--- src/design/irq_pend_params.svh ---
// Offsets, bit layouts and reset values of the set-pending register block.
`ifndef IRQ_PEND_PARAMS_SVH
`define IRQ_PEND_PARAMS_SVH

`define IRQ_COUNT 50
`define APB_ADDR_W 12
`define APB_DATA_W 32
`define LOW_WORD_W 32
`define HIGH_WORD_W 18

`define OFF_FORCE_LO 12'h000
`define OFF_FORCE_HI 12'h004
`define OFF_REMOVE_LO 12'h008
`define OFF_REMOVE_HI 12'h00C
`define OFF_ENABLE_LO 12'h010
`define OFF_ENABLE_HI 12'h014
`define OFF_DISABLE_LO 12'h018
`define OFF_DISABLE_HI 12'h01C

// Interrupts 12-14 and 39 do not exist.
`define IRQ_IMPL_MASK 50'h3FF7FFFFF8FFF
`define IRQ_RESET_VALUE 50'h0000000000000
`define RDATA_RESET_VALUE 32'h00000000
`define HIGH_PAD_ZERO 14'h0000

`endif

--- src/design/irq_pend_pkg.sv ---
// Types shared by the set-pending register block.
package irq_pend_pkg;
`include "irq_pend_params.svh"

   typedef logic [`IRQ_COUNT-1:0] irq_vec_t;

   typedef struct packed {
      logic psel;
      logic penable;
      logic pwrite;
      logic [`APB_ADDR_W-1:0] paddr;
      logic [`APB_DATA_W-1:0] pwdata;
   } apb_req_t;

   typedef enum {
      SEL_NONE,
      SEL_FORCE_LO,
      SEL_FORCE_HI,
      SEL_REMOVE_LO,
      SEL_REMOVE_HI,
      SEL_ENABLE_LO,
      SEL_ENABLE_HI,
      SEL_DISABLE_LO,
      SEL_DISABLE_HI
   } reg_sel_t;
endpackage

--- src/design/pend_bit_bank.sv ---
// A bank of flags, each set and cleared by its own strobe; a set beats a clear.
`timescale 1ns/1ps
module pend_bit_bank #(
   parameter int WIDTH = 50
) (
   input wire logic pclk,
   input wire logic presetn,
   input wire logic [WIDTH-1:0] set_bits,
   input wire logic [WIDTH-1:0] clr_bits,
   output logic [WIDTH-1:0] state
);
   always_ff @(posedge pclk or negedge presetn) begin
      if (!presetn) begin
         state <= '0;
      end else begin
         state <= (state & ~clr_bits) | set_bits;
      end
   end
endmodule

--- src/design/interrupt_set_pending_regs.sv ---
// APB register block for forcing, clearing and reading interrupt pending state.
`timescale 1ns/1ps
`include "irq_pend_params.svh"

// What this block does
// - Writing 1 pends the mapped interrupt.
// - No change if already pending or disabled.
// - Writing 0 leaves pending state alone.
// - Reads of the force and remove words return live pending status per bit; enable and disable words return enable status.
// - Clear-pending write of 1 removes pending.
// - Interrupt number equals bit position, gaps unimplemented.
// - Clear-enable write of 1 disables interrupt.
module interrupt_set_pending_regs
   import irq_pend_pkg::*;
(
   input wire logic pclk,
   input wire logic presetn,
   input wire logic psel,
   input wire logic penable,
   input wire logic pwrite,
   input wire logic [`APB_ADDR_W-1:0] paddr,
   input wire logic [`APB_DATA_W-1:0] pwdata,
   output logic [`APB_DATA_W-1:0] prdata,
   output logic pready,
   output logic pslverr,
   input wire logic [`IRQ_COUNT-1:0] irq_request,
   output logic [`IRQ_COUNT-1:0] pending,
   output logic [`IRQ_COUNT-1:0] enabled
);

   apb_req_t req;
   reg_sel_t sel;
   irq_vec_t wvec;
   irq_vec_t enabled_state;
   irq_vec_t pending_state;
   irq_vec_t pend_set;
   irq_vec_t pend_clr;
   irq_vec_t ena_set;
   irq_vec_t ena_clr;
   logic setup_phase;
   logic access_wr;
   logic wr_force;
   logic wr_remove;
   logic wr_enable;
   logic wr_disable;

   function automatic reg_sel_t decode(input logic [`APB_ADDR_W-1:0] addr);
      case (addr)
         `OFF_FORCE_LO: decode = SEL_FORCE_LO;
         `OFF_FORCE_HI: decode = SEL_FORCE_HI;
         `OFF_REMOVE_LO: decode = SEL_REMOVE_LO;
         `OFF_REMOVE_HI: decode = SEL_REMOVE_HI;
         `OFF_ENABLE_LO: decode = SEL_ENABLE_LO;
         `OFF_ENABLE_HI: decode = SEL_ENABLE_HI;
         `OFF_DISABLE_LO: decode = SEL_DISABLE_LO;
         `OFF_DISABLE_HI: decode = SEL_DISABLE_HI;
         default: decode = SEL_NONE;
      endcase
   endfunction

   function automatic logic is_high(input reg_sel_t s);
      is_high = (s == SEL_FORCE_HI) || (s == SEL_REMOVE_HI) ||
                (s == SEL_ENABLE_HI) || (s == SEL_DISABLE_HI);
   endfunction

   // The low word holds interrupts 0-31; the high word starts at interrupt 32.
   function automatic irq_vec_t place_word(input logic high,
                                           input logic [`APB_DATA_W-1:0] data);
      irq_vec_t v;
      v = '0;
      if (high) begin
         v[`IRQ_COUNT-1:`LOW_WORD_W] = data[`HIGH_WORD_W-1:0];
      end else begin
         v[`LOW_WORD_W-1:0] = data;
      end
      place_word = v & `IRQ_IMPL_MASK;
   endfunction

   function automatic logic [`APB_DATA_W-1:0] pick_word(input logic high, input irq_vec_t v);
      irq_vec_t m;
      m = v & `IRQ_IMPL_MASK;
      if (high) begin
         pick_word = {`HIGH_PAD_ZERO, m[`IRQ_COUNT-1:`LOW_WORD_W]};
      end else begin
         pick_word = m[`LOW_WORD_W-1:0];
      end
   endfunction

   assign req = '{psel: psel, penable: penable, pwrite: pwrite,
                  paddr: paddr, pwdata: pwdata};
   assign sel = decode(req.paddr);
   assign setup_phase = req.psel && !req.penable;
   assign access_wr = req.psel && req.penable && req.pwrite;

   // bit mapping
   // Masking here keeps the missing interrupts from ever holding state.
   assign wvec = place_word(is_high(sel), req.pwdata);

   assign wr_force = access_wr && ((sel == SEL_FORCE_LO) || (sel == SEL_FORCE_HI));
   assign wr_remove = access_wr && ((sel == SEL_REMOVE_LO) || (sel == SEL_REMOVE_HI));
   assign wr_enable = access_wr && ((sel == SEL_ENABLE_LO) || (sel == SEL_ENABLE_HI));
   assign wr_disable = access_wr && ((sel == SEL_DISABLE_LO) || (sel == SEL_DISABLE_HI));

   // zeros ignored
   // A source request arriving with a clear in the same cycle still lands.
   assign pend_set = ((wr_force ? wvec : '0) | irq_request) & enabled_state & `IRQ_IMPL_MASK;

   assign pend_clr = wr_remove ? wvec : '0;

   assign ena_set = wr_enable ? wvec : '0;

   assign ena_clr = wr_disable ? wvec : '0;

   pend_bit_bank #(
      .WIDTH(`IRQ_COUNT)
   ) pending_bank (
      .pclk(pclk),
      .presetn(presetn),
      .set_bits(pend_set),
      .clr_bits(pend_clr),
      .state(pending_state)
   );

   pend_bit_bank #(
      .WIDTH(`IRQ_COUNT)
   ) enable_bank (
      .pclk(pclk),
      .presetn(presetn),
      .set_bits(ena_set),
      .clr_bits(ena_clr),
      .state(enabled_state)
   );

   assign pending = pending_state;
   assign enabled = enabled_state;

   // high bits zero
   // Read data is captured in the setup cycle, so it shows the state as it
   // stood at that edge; that early snapshot is the price of a flopped prdata with zero wait states.
   always_ff @(posedge pclk or negedge presetn) begin
      if (!presetn) begin
         prdata <= `RDATA_RESET_VALUE;
      end else if (setup_phase && !req.pwrite) begin
         case (sel)
            SEL_FORCE_LO, SEL_FORCE_HI, SEL_REMOVE_LO, SEL_REMOVE_HI: begin
               prdata <= pick_word(is_high(sel), pending_state);
            end
            SEL_ENABLE_LO, SEL_ENABLE_HI, SEL_DISABLE_LO, SEL_DISABLE_HI: begin
               prdata <= pick_word(is_high(sel), enabled_state);
            end
            default: begin
               prdata <= `RDATA_RESET_VALUE;
            end
         endcase
      end
   end

   assign pready = 1'b1;
   assign pslverr = req.psel && req.penable && (sel == SEL_NONE);

   a_force_sets_pend: assert property (
      @(posedge pclk) disable iff (!presetn)
      wr_force |=> ((pending & $past(wvec) & $past(enabled)) == ($past(wvec) & $past(enabled))))
      else $error("Enabled interrupt not pended by a force write.");

   a_disabled_no_pend: assert property (
      @(posedge pclk) disable iff (!presetn)
      1'b1 |=> ((pending & ~$past(pending) & ~$past(enabled)) == '0))
      else $error("Disabled interrupt became pending.");

   a_zero_no_effect: assert property (
      @(posedge pclk) disable iff (!presetn)
      wr_force |=> (((pending ^ $past(pending)) & ~$past(wvec) & ~$past(irq_request)) == '0))
      else $error("Force write changed a bit that was written 0.");

   a_read_live_low: assert property (
      @(posedge pclk) disable iff (!presetn)
      (setup_phase && !pwrite && paddr == `OFF_FORCE_LO)
      |=> (prdata == `APB_DATA_W'($past(pending) & `IRQ_IMPL_MASK)))
      else $error("Low pending readback differs from pending state.");

   a_remove_clears: assert property (
      @(posedge pclk) disable iff (!presetn)
      (wr_remove && ((irq_request & wvec) == '0)) |=> ((pending & $past(wvec)) == '0))
      else $error("Clear-pending write left a bit pending.");

   a_map_unimpl: assert property (
      @(posedge pclk) disable iff (!presetn)
      ((pending | enabled) & ~`IRQ_IMPL_MASK) == '0)
      else $error("Unimplemented interrupt holds state.");

   a_disable_clears: assert property (
      @(posedge pclk) disable iff (!presetn)
      wr_disable |=> ((enabled & $past(wvec)) == '0))
      else $error("Clear-enable write left an interrupt enabled.");

   a_high_reads_zero: assert property (
      @(posedge pclk) disable iff (!presetn)
      (setup_phase && !pwrite && paddr == `OFF_FORCE_HI)
      |=> (prdata[`APB_DATA_W-1:`HIGH_WORD_W] == '0 &&
           prdata[`HIGH_WORD_W-1:0] == $past(pending[`IRQ_COUNT-1:`LOW_WORD_W])))
      else $error("High pending readback wrong or upper bits nonzero.");

   a_unmapped_error: assert property (
      @(posedge pclk) disable iff (!presetn)
      (psel && penable) |-> (pslverr == (decode(paddr) == SEL_NONE)))
      else $error("Error response does not match address decode.");

   a_request_pends: assert property (
      @(posedge pclk) disable iff (!presetn)
      (|irq_request) |=> ((pending & $past(irq_request) & $past(enabled)) ==
                          ($past(irq_request) & $past(enabled))))
      else $error("Enabled source request did not pend its interrupt.");

   a_refused_write: assert property (
      @(posedge pclk) disable iff (!presetn)
      (access_wr && sel == SEL_NONE)
      |=> (enabled == $past(enabled) &&
           ((pending ^ $past(pending)) & ~$past(irq_request)) == '0))
      else $error("Write to an unmapped address changed state.");

endmodule

--- config.mk ---
export PLATFORM = sky130hd
export DESIGN_NAME = interrupt_set_pending_regs
export DESIGN_NICKNAME = d
export VERILOG_FILES = /design/src/design/irq_pend_pkg.sv /design/src/design/pend_bit_bank.sv /design/src/design/interrupt_set_pending_regs.sv
export VERILOG_INCLUDE_DIRS = /design/src /design/src/design
export SDC_FILE = /design/constraint.sdc
export NUM_CORES = 1
export LEC_CHECK = 0
export ABC_AREA = 0
export BUFFER_PORTS_ARGS = -buffer_cell sky130_fd_sc_hd__buf_2
export CAP_MARGIN = 25
export CORE_UTILIZATION = 42
export CTS_BUF_LIST = sky130_fd_sc_hd__clkbuf_16
export DETAILED_ROUTE_END_ITERATION = 7
export GPL_TIMING_DRIVEN = 0
export PLACE_DENSITY = 0.72
export SLEW_MARGIN = 40
export SYNTH_ARGS = -nofsm -noshare
export SYNTH_HDL_FRONTEND = slang
export SYNTH_SLANG_ARGS = --single-unit
--- constraint.sdc ---
create_clock -name pclk -period 2.4 [get_ports pclk]
set_input_delay 0.48 -clock pclk [delete_from_list [all_inputs] [get_ports pclk]]
set_output_delay 0.48 -clock pclk [all_outputs]
set_load 0.02 [all_outputs]
==> key figures <==
Synth
  – Post-synth ARST share: 100%
  – Sequential-to-total area share from yosys stat: 47.3%
  – Post-Synth XOR/XNOR Area: 0%
  – Number of flops mapped to enable cells by yosys: 0
  – Largest family of logic cells by synthesized area: compound AO/OA/AOI/OAI gates
  – Post-synthesis cell count: 672
  – Post-synthesis compound-gate area fraction: 19.2%
  – Ys flop type: dfrtp_1
  – Netlist Area Pre-Place: approximately 6600 sq um
  – Synth Area in Adders: 0%
  – Mux contribution to synthesized area: 7.55%
  – FF+latch count, synth: 124
  – Syn Area/Cell: 9.77 sq um
  – Top area cells in the synthesized netlist: dfrtp_1 47%, o31ai_1 7.0%, mux4_2 4.8%
  – Synth Warn #: 0
  – Post-synth top area share: 47.3%
  – Dominant cell type by area after synthesis: dfrtp_1
  – Post-synthesis simple-gate area fraction: 18.7%
  – Post-synth cell types: 31

Clocking
  – CTS Buf Count: 17
  – CTS tree: built
  – Clk sinks: 124
  – Reg clk slew, reported paths: 50 ps
  – Clock Path Buffers: 2
  – Clock root buffer: clkbuf_16
  – Worst-skew pair later-pin latency: 420 ps
  – H-tree depth: 4

Worst setup path
  – Critical path's slowest cell: or4_4
  – WS Path Type: in2reg
  – CP required: 2700 ps
  – Worst-path maximum fanout: 10
  – Cell Chain, Critical Path: buf_2 -> or3_4 -> buf_8 -> or4_4 -> buf_8 -> or4_4 -> a221o_1
  – Arrival @ worst endpoint: around 2700 ps
  – Critical Path Start: paddr[11]
  – Crit end category: flop
  – R2r startpoint: enable_bank.state[6]
  – RR Endpoint: prdata[6]
  – Setup crit end: pending_bank.state[32]
  – R2r setup slk: 1140 ps
  – R2R depth: 3
  – Startpoint class of the critical path: input pin
  – CP peak stage delay: 540 ps

Timing
  – Final setup fails: 0
  – Max Freq: between 400 and 500 MHz
  – Final Hold Fails: 0
  – Max Slew Vio Count: 0
  – Fin crit period: between 2000 and 2500 ps
  – Tcrit/Tclk final: a little over nine tenths
  – Clock skew: 7.46 ps
  – Worst slew pin tran: roughly 800 ps
  – Final worst slack: 40.7 ps
  – RSZ-0062 raised after global routing: false
  – Relative slew slack: approximately 46%

Worst hold path
  – Hold depth: 3
  – Hold wc startpoint: irq_request[26]
  – Hold Crit Class: in2reg

Outcome
  – Status: finished, final reports clean

Global routing
  – Initial antenna violation count: 0
  – Global route overflow: 0
  – Largest net degree at the start of global routing: 68
  – Met1 Use GR: between 40% and 50%
  – GR peak layer: met2
  – Met2 usage: 47.5%
  – GR Util All Layers: 30.5%
  – Global routing usage on met3: 5.44%
  – Global-route wire length before repair: 37400 microns
  – Vias in the first global route: 6638

Route
  – WL final: 24100 microns
  – Vias after detailed routing: 6909
  – DRC: 0
  – Antenna Violating Nets Remaining: 0
  – DR iter-0 viols: a little over 700
  – Mean routed wirelength per cell: ~21 microns
  – First drt pass iteration count: 5
  – Vias/cell: just over 6

Place
  – DP HPWL: 16800 microns
  – Port buffer count: 217
  – RePlAce Congestion: 0.844
  – Placed Cells: 1085
  – Post-placement setup slack: -744 ps

Final layout
  – ANT cells: 0
  – End-of-flow core utilization: 58.4%
  – Register area: between 3000 and 4000 sq um
  – Non-filler cells, final: 1124
  – Commonest cells after routing, fill and taps aside: 219 x buf_2, 124 x dfrtp_1, 79 x nand2_1, 61 x o31ai_1, 54 x o21ai_0
  – Area of the multi-input gates: 3170 sq um
  – Fillers: 1365
  – Share of cells above drive strength 1: 34.9%
  – Area Growth Syn to Fin: 35.2%
  – Commonest non-fill, non-tap cell in the layout: buf_2
  – Final #Nets: 1023

Floorplanning
  – Chip Height: 127 microns
  – Initial Util: 43.2%
  – I/O Pins: between 200 and 250
  – Site Rows: 45
  – CORE AREA: 15200 sq um
  – Die X: 127 microns
  – Die Area: between 15000 and 20000 sq um

Power
  – Worst vdd ir: 585 uV
  – Power, Total: 5200 uW
  – Pwr Density: approximately 590 nW/um^2
  – Pleak: 0.00420 uW

Job
  – Max cap viols: 0
## logic make-up after synthesis
| family | count (synthesis) |
|---|---|
| buffers and inverters | 111 |
| other | 2 |
| flip-flops | 124 |
| AND/OR/NAND/NOR | 221 |
| multiplexers | 32 |
| AO/OA/AOI/OAI | 182 |
## worst min-delay path by stage
stage | to | slack (ps)
6_report | pending_bank.state[26] | 280
5_1_grt | pending_bank.state[19] | 280
4_1_cts | pending_bank.state[15] | 270
3_5_place_dp | prdata[22] | 440
3_3_place_gp | prdata[22] | 460
2_1_floorplan | enable_bank.state[0] | 180
## critical path: cells and delay by family
| kind | cells | cell delay, ps |
|---|---|---|
| buffers and inverters | 3 | 400 |
| AND/OR/NAND/NOR | 3 | 1430 |
| AO/OA/AOI/OAI | 1 | 330 |
## per-stage QoR
stage	hold WS [ps]	instance area [sq um]	TNS [ps]
after detailed placement	442	8060	-51160
after global routing	281	8880	0
after CTS	268	8720	-120
final	276	8880	0
after floorplan	184	6670	-4130
after global placement	456	7990	-180570
## final cells by class
type                    instances  area share (%)
clock inverters                14            1.83
plain buffers                  74            4.98
well taps                     188            2.65
inverters                      35            1.48
clock buffers                  17            4.79
repair buffers                228            13.6
flip-flops and latches        124            35.0
multi-input cells             444            35.7
## flip-flops by register name (all words and copies together) (netlist names)
register and cells:
enable_bank.state 46, pending_bank.state 46, prdata 32
## synth_stat cells (all sizes together), types with 14 or more instances
master / count
a221o: 17
and4: 17
buf: 20
clkbuf: 56
dfrtp: 124
inv: 35
mux2i: 18
mux4: 14
nand2: 79
nand3: 30
nand4: 46
nor4: 20
o21ai: 75
o31ai: 61
o41ai: 29
or4: 21
## what timing repair did
item	CTS	global route
hold buffers	1	0
endpoints found under the setup margin	46	58
hold endpoints to repair	4	0
gates resized for setup	14	30
setup buffers	3	6
pin swaps	2	4
## where the power goes
| part | switching, uW | internal [uW] |
|---|---|---|
| clock | 901 | 1700 |
| combinational | 309 | 165 |
| sequential | 14.8 | 2110 |
| total | 1220 | 3970 |
## layer usage
layer | up-vias | part of all wire, %
met5 | - | 0
met4 | 0 | 2.7
met3 | 41 | 8.3
met2 | 401 | 47
met1 | 3369 | 42
li1 | 3098 | -
Power figures use the tool's default switching activity.
